<file path="src/logic/ctl_sel_pkg.sv">
// package: constants, enums and carriers for the control terminal selector
package ctl_sel_pkg;
    localparam int NUM_PLL      = 3;
    localparam int NUM_ENTRY    = 8;
    localparam int SEL_W        = 3;
    localparam int SPREAD_W     = 3;
    localparam int STATE_W      = 2;
    localparam int ROLE_BIT_POS = 6; // pin-role bit within byte 02
    localparam logic [7:0] ROLE_BYTE_IDX = 8'h02;
    localparam logic [2:0] SPREAD_OFF    = 3'h0;
    localparam logic [SEL_W-1:0] UPPER_FORCED_ZERO = 3'h0;

    // output stage states
    typedef enum logic [1:0] {
        OUT_POWER_DOWN = 2'h0,
        OUT_HIGH_Z     = 2'h1,
        OUT_DRIVE_LOW  = 2'h2,
        OUT_ACTIVE     = 2'h3
    } out_state_e;

    // spread amount in hundredths of a percent, per code
    typedef logic [7:0] spread_amt_t;

    // one entry of the control table, per pll fields plus single-output choice
    typedef struct packed {
        logic [NUM_PLL-1:0]          freq_choice_bit;
        logic [NUM_PLL-1:0][2:0]     spread_code;
        logic [NUM_PLL-1:0]          pair_output_choice;
        logic                        single_output_choice;
    } ctl_entry_s;

    // per-pll configuration register content
    typedef struct packed {
        logic       down_spread;
        logic [15:0] first_stored_freq;
        logic [15:0] second_stored_freq;
        out_state_e first_output_state;
        out_state_e second_output_state;
    } pll_cfg_s;

    // resolved per-pll operating point
    typedef struct packed {
        logic [15:0] freq;
        logic        down_spread;
        spread_amt_t spread_amt;
        out_state_e  pair_state;
    } pll_op_s;

    localparam logic [15:0] FREQ_PASS_DEFAULT = 16'h0000;

    // factory entries: entry 0 all high-z, entry 1 all active, spread off, first freq
    localparam ctl_entry_s FACTORY_ENTRY_OFF = '{
        freq_choice_bit: 3'h0, spread_code: 9'h000,
        pair_output_choice: 3'h0, single_output_choice: 1'b0};
    localparam ctl_entry_s FACTORY_ENTRY_ON = '{
        freq_choice_bit: 3'h0, spread_code: 9'h000,
        pair_output_choice: 3'h7, single_output_choice: 1'b1};
    localparam pll_cfg_s FACTORY_PLL_CFG = '{
        down_spread: 1'b0, first_stored_freq: FREQ_PASS_DEFAULT,
        second_stored_freq: FREQ_PASS_DEFAULT,
        first_output_state: OUT_HIGH_Z, second_output_state: OUT_ACTIVE};
    localparam out_state_e FACTORY_SINGLE_S0 = OUT_HIGH_Z;
    localparam out_state_e FACTORY_SINGLE_S1 = OUT_ACTIVE;
endpackage : ctl_sel_pkg

</file>
<file path="src/logic/control_terminal_selector.sv">
// control terminal selector: picks a control entry from the selection pins
`timescale 1ns/1ps
// What this block does
// - three selection inputs choose stored control entries
// - all eight entries selectable in pin mode
// - 3-bit spread code decodes to spread amount
// - spread type, frequencies, states from pll config
// - frequency bit picks first or second frequency
// - pair choice picks pll output pair state
// - single-output choice picks generic state 0/1
// - shared pins serial by default; eeprom commit
// - pin mode ignores serial traffic on shared pins
// - grounded output rail forces serial pin role
// - lowest selection input is always selection only
// - reset loads factory configuration constants
// - serial role forces upper selection bits zero
// - factory entry 0 high-z, entry 1 active
// - top input msb, lowest input lsb
// - role byte takes effect only after eeprom commit
module control_terminal_selector
    import ctl_sel_pkg::*;
(
    // clock and reset
    input  wire logic                  mclk_in,
    input  wire logic                  rst_n_in,
    // selection pins
    input  wire logic                  select_in_low_in,
    input  wire logic                  select_in_mid_shared_data_in,
    input  wire logic                  select_in_high_shared_clock_in,
    // supply sense: high while the output rail is held at ground
    input  wire logic                  output_supply_rail_grounded_in,
    // serial register write port (decoded bytes)
    input  wire logic                  byte_write_in,
    input  wire logic [7:0]            byte_index_in,
    input  wire logic [7:0]            byte_data_in,
    input  wire logic                  eeprom_commit_in,
    // table and configuration writes from the serial register file
    input  wire logic                  entry_write_in,
    input  wire logic [SEL_W-1:0]      entry_index_in,
    input  wire ctl_entry_s            entry_data_in,
    input  wire logic                  pll_cfg_write_in,
    input  wire logic [1:0]            pll_cfg_index_in,
    input  wire pll_cfg_s              pll_cfg_data_in,
    input  wire logic                  single_cfg_write_in,
    input  wire out_state_e            single_first_output_state_in,
    input  wire out_state_e            single_second_output_state_in,
    // resolved outputs
    output logic [SEL_W-1:0]           active_entry_out,
    output pll_op_s [NUM_PLL-1:0]      pll_op_out,
    output out_state_e                 single_output_state_out,
    output logic                       serial_port_enabled_out
);

    ////////////////////////////////////////////////////////////////////////
    // spread code decode, used once per pll
    function automatic spread_amt_t spread_amount(input logic [2:0] code);
        spread_amt_t amt;
        amt = 8'h00;
        unique case (code)
            3'h0: amt = 8'h00;
            3'h1: amt = 8'h19;
            3'h2: amt = 8'h32;
            3'h3: amt = 8'h4b;
            3'h4: amt = 8'h64;
            3'h5: amt = 8'h7d;
            3'h6: amt = 8'h96;
            3'h7: amt = 8'hc8;
        endcase
        return amt;
    endfunction : spread_amount

    ////////////////////////////////////////////////////////////////////////
    // three-stage pin synchronisers; change counted once stages 2 and 3 agree
    logic [SEL_W-1:0] sync1_reg, sync2_reg, sync3_reg, pins_reg;
    logic [SEL_W-1:0] sync1_next, sync2_next, sync3_next, pins_next;
    logic             rail_s1_reg, rail_s2_reg, rail_s3_reg, rail_reg;
    logic             rail_s1_next, rail_s2_next, rail_s3_next, rail_next;

    always_comb
    begin
        sync1_next = {select_in_high_shared_clock_in, select_in_mid_shared_data_in,
                      select_in_low_in};
        sync2_next = sync1_reg;
        sync3_next = sync2_reg;
        pins_next  = pins_reg;
        for (int i = 0; i < SEL_W; i++)
        begin
            if (sync2_reg[i] == sync3_reg[i])
                pins_next[i] = sync3_reg[i];
        end
        rail_s1_next = output_supply_rail_grounded_in;
        rail_s2_next = rail_s1_reg;
        rail_s3_next = rail_s2_reg;
        rail_next    = (rail_s2_reg == rail_s3_reg) ? rail_s3_reg : rail_reg;
    end

    always_ff @(posedge mclk_in or negedge rst_n_in)
    begin
        if (!rst_n_in)
        begin
            sync1_reg   <= '0;
            sync2_reg   <= '0;
            sync3_reg   <= '0;
            pins_reg    <= '0;
            rail_s1_reg <= 1'b0;
            rail_s2_reg <= 1'b0;
            rail_s3_reg <= 1'b0;
            rail_reg    <= 1'b0;
        end
        else
        begin
            sync1_reg   <= sync1_next;
            sync2_reg   <= sync2_next;
            sync3_reg   <= sync3_next;
            pins_reg    <= pins_next;
            rail_s1_reg <= rail_s1_next;
            rail_s2_reg <= rail_s2_next;
            rail_s3_reg <= rail_s3_next;
            rail_reg    <= rail_next;
        end
    end

    ////////////////////////////////////////////////////////////////////////
    // pin role: volatile bit vs committed copy; only the committed one counts
    logic role_vol_reg, role_ee_reg;
    logic role_vol_next, role_ee_next;
    logic serial_role;

    always_comb
    begin
        role_vol_next = role_vol_reg;
        role_ee_next  = role_ee_reg;
        if (byte_write_in && serial_role && byte_index_in == ROLE_BYTE_IDX)
            role_vol_next = byte_data_in[ROLE_BIT_POS];
        if (eeprom_commit_in && serial_role)
            role_ee_next = role_vol_reg;
    end

    always_ff @(posedge mclk_in or negedge rst_n_in)
    begin
        if (!rst_n_in)
        begin
            role_vol_reg <= 1'b0; // default serial
            role_ee_reg  <= 1'b0;
        end
        else
        begin
            role_vol_reg <= role_vol_next;
            role_ee_reg  <= role_ee_next;
        end
    end

    // grounded rail overrides committed pin mode
    assign serial_role = !role_ee_reg || rail_reg;

    ////////////////////////////////////////////////////////////////////////
    // entry table and configuration; reset restores the factory image
    ctl_entry_s            table_reg [NUM_ENTRY];
    ctl_entry_s            table_next [NUM_ENTRY];
    pll_cfg_s [NUM_PLL-1:0] pcfg_reg, pcfg_next;
    out_state_e            ss0_reg, ss1_reg, ss0_next, ss1_next;

    // writes only land while the shared pins carry the serial port
    always_comb
    begin
        table_next = table_reg;
        pcfg_next  = pcfg_reg;
        ss0_next   = ss0_reg;
        ss1_next   = ss1_reg;
        if (serial_role)
        begin
            if (entry_write_in)
                table_next[entry_index_in] = entry_data_in;
            if (pll_cfg_write_in && pll_cfg_index_in < 2'(NUM_PLL))
                pcfg_next[pll_cfg_index_in] = pll_cfg_data_in;
            if (single_cfg_write_in)
            begin
                ss0_next = single_first_output_state_in;
                ss1_next = single_second_output_state_in;
            end
        end
    end

    always_ff @(posedge mclk_in or negedge rst_n_in)
    begin
        if (!rst_n_in)
        begin
            for (int e = 0; e < NUM_ENTRY; e++)
                table_reg[e] <= (e == 1) ? FACTORY_ENTRY_ON : FACTORY_ENTRY_OFF;
            pcfg_reg <= {NUM_PLL{FACTORY_PLL_CFG}};
            ss0_reg  <= FACTORY_SINGLE_S0;
            ss1_reg  <= FACTORY_SINGLE_S1;
        end
        else
        begin
            table_reg <= table_next;
            pcfg_reg  <= pcfg_next;
            ss0_reg   <= ss0_next;
            ss1_reg   <= ss1_next;
        end
    end

    ////////////////////////////////////////////////////////////////////////
    // entry selection and resolution into operating points
    logic [SEL_W-1:0]       idx;
    ctl_entry_s             ent;
    logic [SEL_W-1:0]       act_next;
    pll_op_s [NUM_PLL-1:0]  op_next, op_reg;
    out_state_e             single_next, single_reg;
    logic                   act_en_reg;
    logic [SEL_W-1:0]       act_reg;

    always_comb
    begin
        // low pin is always a selection input; upper bits forced in serial role
        if (serial_role)
            idx = {UPPER_FORCED_ZERO[SEL_W-1:1], pins_reg[0]};
        else
            idx = pins_reg;
        ent      = table_reg[idx];
        act_next = idx;
        for (int p = 0; p < NUM_PLL; p++)
        begin
            op_next[p].freq = ent.freq_choice_bit[p] ? pcfg_reg[p].second_stored_freq
                                                     : pcfg_reg[p].first_stored_freq;
            op_next[p].down_spread = pcfg_reg[p].down_spread;
            op_next[p].spread_amt  = spread_amount(ent.spread_code[p]);
            op_next[p].pair_state  = ent.pair_output_choice[p]
                                   ? pcfg_reg[p].second_output_state
                                   : pcfg_reg[p].first_output_state;
        end
        single_next = ent.single_output_choice ? ss1_reg : ss0_reg;
    end

    always_ff @(posedge mclk_in or negedge rst_n_in)
    begin
        if (!rst_n_in)
        begin
            act_reg    <= '0;
            op_reg     <= '0;
            single_reg <= OUT_HIGH_Z;
            act_en_reg <= 1'b1;
        end
        else
        begin
            act_reg    <= act_next;
            op_reg     <= op_next;
            single_reg <= single_next;
            act_en_reg <= serial_role;
        end
    end

    assign active_entry_out        = act_reg;
    assign pll_op_out              = op_reg;
    assign single_output_state_out = single_reg;
    assign serial_port_enabled_out = act_en_reg;
endmodule : control_terminal_selector

</file>
<file path="config.mk">
export PLATFORM = sky130hd
export DESIGN_NAME = control_terminal_selector
export DESIGN_NICKNAME = d
export VERILOG_FILES = /design/src/logic/ctl_sel_pkg.sv /design/src/logic/control_terminal_selector.sv
export SDC_FILE = /design/constraint.sdc
export NUM_CORES = 1
export LEC_CHECK = 0
export BUFFER_PORTS_ARGS = -buffer_cell sky130_fd_sc_hd__buf_2
export CORE_MARGIN = 2
export CORE_UTILIZATION = 41
export DETAILED_ROUTE_END_ITERATION = 12
export PLACE_DENSITY = 0.59
export SYNTH_ARGS = -nofsm -noshare
export SYNTH_HDL_FRONTEND = slang
export SYNTH_SLANG_ARGS = --single-unit
</file>
<file path="constraint.sdc">
create_clock -name mclk_in -period 1.9 [get_ports mclk_in]
set_input_delay 0 -clock mclk_in [delete_from_list [all_inputs] [get_ports mclk_in]]
set_output_delay 0 -clock mclk_in [all_outputs]
set_load 0.01 [all_outputs]
</file>
==> impl_metrics.toml, run 1 <==
[outcome]
status = "complete, but fails checks"
violations = "setup timing"

[sta]
fmax_mhz = 499.5
finalSetupViolCount = 63
setup_tns_ps = -3500
skew_ps = 15.85
finalHoldViolCount = 0
period_share_pct = 105.4
slew_headroom_pct = 73.90
setup_slack_ps = -101.8
report.final.slew_viol_count = 0
tightest_slew_ps = 391.5
rsz0062_at_grt = "true"
finalCriticalPeriod_ps = 2002

[global_routing]
grt_max_degree = 73
grt_pass1_wl_mm = 47.19
antenna_found_initial = 2
grt.overflow.total = 0
grt_usage_pct = 16.73
grt_pass1_vias = 8430

[detailed_routing]
drt_iter0_drc = 316
drt_wl_total_mm = 30.50
firstDrtPassIters = 4
drc = 0
wl_per_cell_um = 18.75
vias_per_cell = 4.858
num_vias = 7904
drtAntennaViolNets = 0

[cts]
clk_latency_ps = 520
cts_buffers = 38
cts_tree = "done"
cts.sinks = 348
cts_buffer_depth = 3
cts-root-buf = "clkbuf_16"
cts.clk_slew.worst_paths_ps = 60
htreeDepth = 2

[floorplanning]
rows = 67
die_h_um = 189.1
dieArea_um2 = 35770
die_w_um = 189.1
io_pins = 176
fp.coreArea_um2 = 33620
start_util_pct = 41.81

[synth]
synth_seq_cells = 348
ys_seq_area_share_pct = 62.13
postSynthAreaPerCell_um2 = 16.77
syn_nets = 933
synthCells = 838
yosysUniqueCellTypes = 30
ys_warn_count = 0
synth_area_um2 = 14050

[placement]
place_area_um2 = 15890
place_congestion = 0.6937
port_buffers = 168
hpwl_mm = 18.28

[critical_path]
crit_type = "flop to flop"
path_cells = "buf_12, mux2i_1, mux4_2, clkbuf_16, mux2_4"
slowest_stage = "mux4_2"
cp_max_fo = 8
critPathLaunchType = "flop"
critPathMaxStageDelay_ps = 570
crit_path_end_kind = "flop"
worstPathRequired_ps = 2290
worstPathArrival_ps = 2400
cpLargestDelayFamily = "multiplexers"
path_buf_inv = 2

[power]
power.density_nw_per_um2 = 1186
leakage_nw = 8.539
vdd_drop_max_mv = 0.5917

[cells_and_area]
drive_gt1_share_pct = 53.19
final_net_count = 1243
area_growth_pct = 30.44
final_area_um2 = 18330
fin_util_pct = 54.53
largest_reg_flops = 128

[flow_run]
cap_violations = 0

[worst_hold_path]
hp-class = "input port to flop"
layer usage:
| layer | track usage [%] | routed length, µm | vias to the layer above |
|---|---|---|---|
| li1 | - | - | 3643 |
| met1 | 23.06 | 14080 | 4070 |
| met2 | 27.54 | 14680 | 140 |
| met3 | 3.021 | 1183 | 51 |
| met4 | 4.087 | 563 | 0 |
| met5 | 0 | 0 | - |
area by class of cell:
type | count | area, µm²
Clock buffer | 60 | 1134
Timing Repair Buffer | 312 | 2572
Inverter | 15 | 58.81
Antenna cell | 2 | 5.005
Multi-Input combinational cell | 433 | 5177
Clock inverter | 9 | 88.84
Sequential cell | 348 | 8735
Fill cell | 2809 | 15280
Tap cell | 448 | 560.5
cell usage after synthesis (all sizes together):
| library cell | count | area [µm²] |
|---|---|---|
| dfrtp | 330 | 8258 |
| mux2 | 303 | 3525 |
| mux2i | 73 | 730.7 |
| buf | 40 | 271.5 |
| dfstp | 18 | 473.0 |
| mux4 | 16 | 360.4 |
| inv | 12 | 45.04 |
| ha | 6 | 75.07 |
| maj3 | 4 | 40.04 |
| nor2 | 4 | 15.01 |
| nor4b | 4 | 80.08 |
| a21oi | 3 | 15.01 |
| clkinv | 3 | 11.26 |
| nand2 | 3 | 11.26 |
| nand4b | 3 | 26.28 |
| nand4bb | 3 | 33.78 |
| clkbuf | 2 | 7.510 |
| nand2b | 2 | 12.51 |
| nand3b | 2 | 15.01 |
| nand4 | 2 | 12.51 |
| nor2b | 2 | 12.51 |
| a22o | 1 | 8.760 |
| nor3b | 1 | 7.510 |
| nor4 | 1 | 6.260 |
final timing paths:
check | from | end | slack (ps) | depth (start not counted)
max in group asynchronous | rst_n_in | table_reg[99]$_DFFE_PN1P_ | 1340 | 3
min reg2reg | sync1_reg[1]$_DFF_PN0_ | sync2_reg[1]$_DFF_PN0_ | 350 | 0
min | select_in_low_in | sync1_reg[0]$_DFF_PN0_ | 120 | 2
max reg2reg | pins_reg[0]$_DFFE_PN0N_ | pll_op_out[47]$_DFF_PN0_ | -100 | 5
min in group asynchronous | rst_n_in | pcfg_reg[33]$_DFFE_PN0P_ | 130 | 3
max | pins_reg[0]$_DFFE_PN0N_ | pll_op_out[47]$_DFF_PN0_ | -100 | 5
what timing repair did:
| action | 4_1_cts | 5_1_grt |
|---|---|---|
| setup endpoints to repair | 59 | 196 |
| hold buffers | 72 | 0 |
| pin swaps | 0 | 4 |
| gates resized for setup | 14 | 48 |
| buffers inserted | 3 | 12 |
| hold endpoints to repair | 589 | 0 |
| gates cloned | 0 | 7 |
through the flow:
stage                     std cells  hold WS, ps  worst slack [ps]  total power, mW
after global placement         1462       -107.9            -65.66            14.18
after global routing           1626        122.5            -124.8            22.92
after CTS                      1606        101.5            -75.82            21.75
after detailed placement       1462       -108.8            -72.86            14.29
after floorplan                 838       -295.6            -39.97            12.56
final                          1627        118.9            -101.8            21.74
report_power, final:
part           switching (mW)  internal (mW)  total [mW]
Clock                    2.89           4.24        7.13
Combinational            1.98           2.80        4.78
Sequential              0.709           9.12        9.83
logic make-up (layout without fill, tap and decap cells):
| kind of cell | Yosys count | after routing | synth area share, % |
|---|---|---|---|
| compound gates | 4 | 4 | 0.1691 |
| fa+ha+maj | 10 | 10 | 0.8191 |
| buf+inv | 57 | 396 | 2.386 |
| flops | 348 | 348 | 62.13 |
| mux | 392 | 392 | 32.84 |
| other cells | 0 | 2 | 0 |
| simple gates | 27 | 27 | 1.656 |
cell usage in the layout (no fill, tap or decap), drive strengths merged:
master and n:
diode 2, inv 16, nand3b 2, clkinv 7
mux4 16, nand4bb 3, mux2 303, dfrtp 330
maj3 4, nor2 4, nor3b 1, dfstp 18
nand2 3, a22o 1, nand2b 2, bufinv 1
clkbuf 66, nor2b 2, nor4 1, nand4b 3
buf 235, nand4 2, nor4b 4, a21oi 3
mux2i 73, ha 6, dlygate4sd3 71
Power figures use the tool's default switching activity.
==> run 2: changes to the inputs <==
CORE_UTILIZATION = 49   (was 41)
CTS_CLUSTER_DIAMETER = 50   (was not set)
PLACE_DENSITY = 0.69   (was 0.59)
==> impl_metrics.toml, run 2 (synthesis results as in run 1) <==
[floorplanning]
start_util_pct = 50.17
fp.coreArea_um2 = 28010
die_h_um = 173.4
io_pins = 176
dieArea_um2 = 30050
rows = 61
die_w_um = 173.4

[critical_path]
crit_type = "flop to flop"
r2r_cells = 5
worstPathArrival_ps = 2410
slowest_stage = "dfrtp_4"
cp_max_fo = 16
cpLargestDelayFamily = "multiplexers"
reg2reg_from = "pins_reg[0]$_DFFE_PN0N_"
reg2reg_slack_ps = -120
critPathLaunchType = "flop"
crit_path_end_kind = "flop"
critical-path-top-cell-by-count = "buf_12"
worstPathRequired_ps = 2300
cp.depth = 5
path_buf_inv = 2
critPathMaxStageDelay_ps = 540
path_cells = "buf_12, mux2i_1, mux4_2, buf_12, mux2_4"
r2r_end = "pll_op_out[15]$_DFF_PN0_"

[sta]
slew_headroom_pct = 66.98
finalSetupViolCount = 60
hold-worst-slack_ps = 14.48
finalHoldViolCount = 0
setup_slack_ps = -118.7
setup_tns_ps = -4718
tightest_slew_ps = 495.4
fmax_mhz = 495.4
rsz0062_at_grt = "true"
finalCriticalPeriod_ps = 2019
report.final.slew_viol_count = 0
skew_ps = 12.76
period_share_pct = 106.2

[cts]
htreeDepth = 2
cts-root-buf = "clkbuf_16"
cts_buffers = 38
clk_latency_ps = 520
cts_buffer_depth = 3
cts_tree = "done"
cts.sinks = 348
cts.clk_slew.worst_paths_ps = 60

[global_routing]
grt_pass1_vias = 8540
grt_pass1_wl_mm = 46.78
grt_max_degree = 60
antenna_found_initial = 3
grt_usage_pct = 19.67
grt.overflow.total = 0

[power]
leakage_nw = 8.589
vdd_drop_max_mv = 0.7036
power.density_nw_per_um2 = 1188

[detailed_routing]
drtAntennaViolNets = 0
drt_iter0_drc = 455
drc = 0
wl_per_cell_um = 19.36
num_vias = 8031
firstDrtPassIters = 4
drt_wl_total_mm = 30.16
vias_per_cell = 5.155

[outcome]
status = "complete, but fails checks"
violations = "setup timing"

[placement]
port_buffers = 168
place_ws_ps = -81.60
dp.cells = 1398
hpwl_mm = 18.04
place_congestion = 0.7444

[cells_and_area]
layout_common_cells = "dfrtp_1, mux2_2, buf_2"
fin_cells = 1558
area_growth_pct = 30.27
final_net_count = 1244
final_common_cell = "dfrtp_1"
fill_cells = 1942
drive_gt1_share_pct = 53.10
fin_util_pct = 65.36
largest_reg_flops = 128

[flow_run]
cap_violations = 0

[worst_hold_path]
hp-class = "input port to asynchronous set/reset pin"
[run 2: metal layers]
layer / wire [µm] / GRT usage (%) / vias to the layer above
met1: 12870 / 25.91 / 4163
met3: 1359 / 4.101 / 50
met4: 720 / 5.685 / 2
met5: 13 / 0 / -
li1: - / - / 3645
met2: 15200 / 33.12 / 171
[run 2: through the flow]
step	total power, mW	instance area (µm²)
floorplan	12.56	14070
global placement	14.17	15850
detailed placement	14.32	15850
CTS	21.69	17860
global route	22.86	18300
finish	21.75	18310
[run 2: worst max path at each step]
stage / slack [ps] / startpoint / endpoint
floorplan: -40 / rail_reg$_DFFE_PN0N_ / pll_op_out[2]$_DFF_PN0_
global placement: -60 / pins_reg[0]$_DFFE_PN0N_ / pll_op_out[19]$_DFF_PN0_
detailed placement: -80 / pins_reg[0]$_DFFE_PN0N_ / pll_op_out[40]$_DFF_PN0_
CTS: -90 / pins_reg[0]$_DFFE_PN0N_ / pll_op_out[38]$_DFF_PN0_
global route: -150 / pins_reg[0]$_DFFE_PN0N_ / pll_op_out[15]$_DFF_PN0_
finish: -120 / pins_reg[0]$_DFFE_PN0N_ / pll_op_out[15]$_DFF_PN0_
[run 2: area by class of cell]
class | count | area [µm²] | area share, %
tap | 378 | 473.0 | 2.583
antenna | 3 | 7.507 | 0.04101
timing repair buffer | 313 | 2592 | 14.16
clock buffer | 55 | 1106 | 6.042
clock inverter | 13 | 107.6 | 0.5878
multi-input combinational | 433 | 5230 | 28.57
inverter | 15 | 56.30 | 0.3075
sequential | 348 | 8735 | 47.71
[run 2: timing repair]
item | CTS | global route
endpoints found under the setup margin | 60 | 269
gates cloned | 0 | 6
gates resized for setup | 19 | 61
hold buffers | 71 | 0
buffers inserted | 3 | 9
pin swaps | 1 | 1
endpoints found under the hold margin | 582 | 0
[run 2: report_power, final]
group / internal [mW] / switching, mW
Combinational: 2.85 / 2.01
Sequential: 9.12 / 0.744
Clock: 4.20 / 2.83
Total: 16.2 / 5.58
==> run 3: changes to the inputs <==
CORE_UTILIZATION = 52   (was 49)
PLACE_DENSITY = 0.73   (was 0.69)
TNS_END_PERCENT = 30   (was not set)
==> impl_metrics.toml, run 3 (synthesis results as in run 1) <==
[cells_and_area]
largest_reg_flops = 128
n_antenna_cell = 0
fill_cells = 1778
final_common_cell = "dfrtp_1"
drive_gt1_share_pct = 53.71
final_net_count = 1236
area_growth_pct = 30.41
fin_util_pct = 68.58
layout_common_cells = "dfrtp_1, mux2_2, buf_2"

[critical_path]
cpLargestDelayFamily = "multiplexers"
cp_max_fo = 16
reg2reg_from = "pins_reg[0]$_DFFE_PN0N_"
r2r_end = "pll_op_out[44]$_DFF_PN0_"
crit_path_end_kind = "flop"
critPathMaxStageDelay_ps = 520
worstPathArrival_ps = 2370
path_cells = "clkbuf_16, mux2i_1, mux4_2, buf_12, mux2_4"
worstPathRequired_ps = 2290
critPathLaunchType = "flop"
slowest_stage = "dfrtp_4"
r2r_cells = 5
path_buf_inv = 2
reg2reg_slack_ps = -80
crit_type = "flop to flop"

[global_routing]
grt_pass1_vias = 8748
grt_max_degree = 68
antenna_found_initial = 1
gr-usage-met1_pct = 26.92
grt_pass1_wl_mm = 47.82
grtUsageMet3_pct = 4.161
grt.busiest_layer = "met2"
grt_usage_pct = 21.34
grt.overflow.total = 0
gr-usage-met2_pct = 38.16

[sta]
hold-worst-slack_ps = 45.71
setup_slack_ps = -77.93
tightest_slew_ps = 541.6
finalSetupViolCount = 69
slew_headroom_pct = 63.89
skew_ps = 19.56
finalCriticalPeriod_ps = 1978
finalHoldViolCount = 0
report.final.slew_viol_count = 0
fmax_mhz = 505.6
period_share_pct = 104.1
rsz0062_at_grt = "true"

[floorplanning]
fp.coreArea_um2 = 26730
die_w_um = 168.4
dieArea_um2 = 28360
rows = 60
die_h_um = 168.4
io_pins = 176
start_util_pct = 52.58

[detailed_routing]
drtAntennaViolNets = 0
drc = 0
drt_iter0_drc = 371
firstDrtPassIters = 4
vias_per_cell = 5.250
wl_per_cell_um = 19.50
num_vias = 7938
drt_wl_total_mm = 29.48

[flow_run]
cap_violations = 0

[cts]
cts_buffer_depth = 3
clk_latency_ps = 530
htreeDepth = 2
cts_tree = "done"
cts_buffers = 39
cts.sinks = 348
cts.clk_slew.worst_paths_ps = 60
cts-root-buf = "clkbuf_16"

[worst_hold_path]
hp-class = "input port to asynchronous set/reset pin"

[placement]
port_buffers = 168
hpwl_mm = 17.84
place_congestion = 0.7277

[power]
vdd_drop_max_mv = 0.6807
power.density_nw_per_um2 = 1247
leakage_nw = 8.573

[outcome]
status = "complete, but fails checks"
violations = "setup timing"
## run 3: changes by cell type in the layout (fill, tap and decap cells not counted), sizes merged
cell      delta
inv          +5
diode        -3
clkinv       -7
bufinv       +6
clkinvlp     +2
buf          -6
clkbuf       -6
## run 3: cell type report
| type | instances | area (µm²) | area share, % |
|---|---|---|---|
| inverters | 15 | 63.81 | 0.3482 |
| repair buffers | 304 | 2476 | 13.51 |
| clock inverters | 19 | 310.3 | 1.693 |
| flip-flops and latches | 348 | 8735 | 47.66 |
| well taps | 341 | 426.7 | 2.328 |
| clock buffers | 52 | 1125 | 6.137 |
| multi-input cells | 433 | 5191 | 28.32 |
## run 3: worst register-to-register path, cell delays in order (launching register included)
cell and delay (ps):
dfrtp_4 520, clkbuf_16 200, mux2i_1 120, mux4_2 500, buf_12 190, mux2_4 320
## run 3: worst max-delay path by stage
stage | slack [ps] | depth (start not counted) | start | endpoint
4_1_cts | -80 | 5 | pins_reg[0]$_DFFE_PN0N_ | pll_op_out[73]$_DFF_PN0_
2_1_floorplan | -40 | 6 | rail_reg$_DFFE_PN0N_ | pll_op_out[2]$_DFF_PN0_
6_report | -80 | 5 | pins_reg[0]$_DFFE_PN0N_ | pll_op_out[44]$_DFF_PN0_
5_1_grt | -130 | 5 | pins_reg[0]$_DFFE_PN0N_ | pll_op_out[70]$_DFF_PN0_
3_3_place_gp | -50 | 7 | rail_reg$_DFFE_PN0N_ | pll_op_out[29]$_DFF_PN0_
3_5_place_dp | -90 | 7 | rail_reg$_DFFE_PN0N_ | pll_op_out[29]$_DFF_PN0_
## run 3: layer usage
metal / vias up / wire, µm
met2: 164 / 15230
met1: 4116 / 12470
met5: - / 11
met3: 41 / 1246
met4: 2 / 517
li1: 3615 / -
## run 3: through the flow
stage                     instance area [µm²]  worst slack [ps]  power, mW  instances  setup TNS [ps]
after floorplan                         14070            -39.97      12.56        838          -119.9
after global placement                  15810            -47.75      14.11       1360           -1230
after detailed placement                15810            -89.72      14.31       1360           -2963
after CTS                               18160            -84.06      22.88       1508           -3164
after global routing                    18330            -126.9      23.90       1512           -6580
final                                   18330            -77.93      22.86       1512           -3198
## run 3: what timing repair did
item / 4_1_cts / 5_1_grt
hold endpoints to repair: 581 / 0
pin swaps: 5 / 4
buffers inserted: 4 / 3
resized for setup: 36 / 28
gates cloned: 2 / 2
setup endpoints to repair: 135 / 153
hold buffers: 71 / 0
## run 3: report_power, final
part	total (mW)	leakage (nW)	switching, mW	internal [mW]
logic	4.83	3.75	2.03	2.80
clock network	8.17	0.696	3.01	5.16
registers	9.85	4.13	0.730	9.12
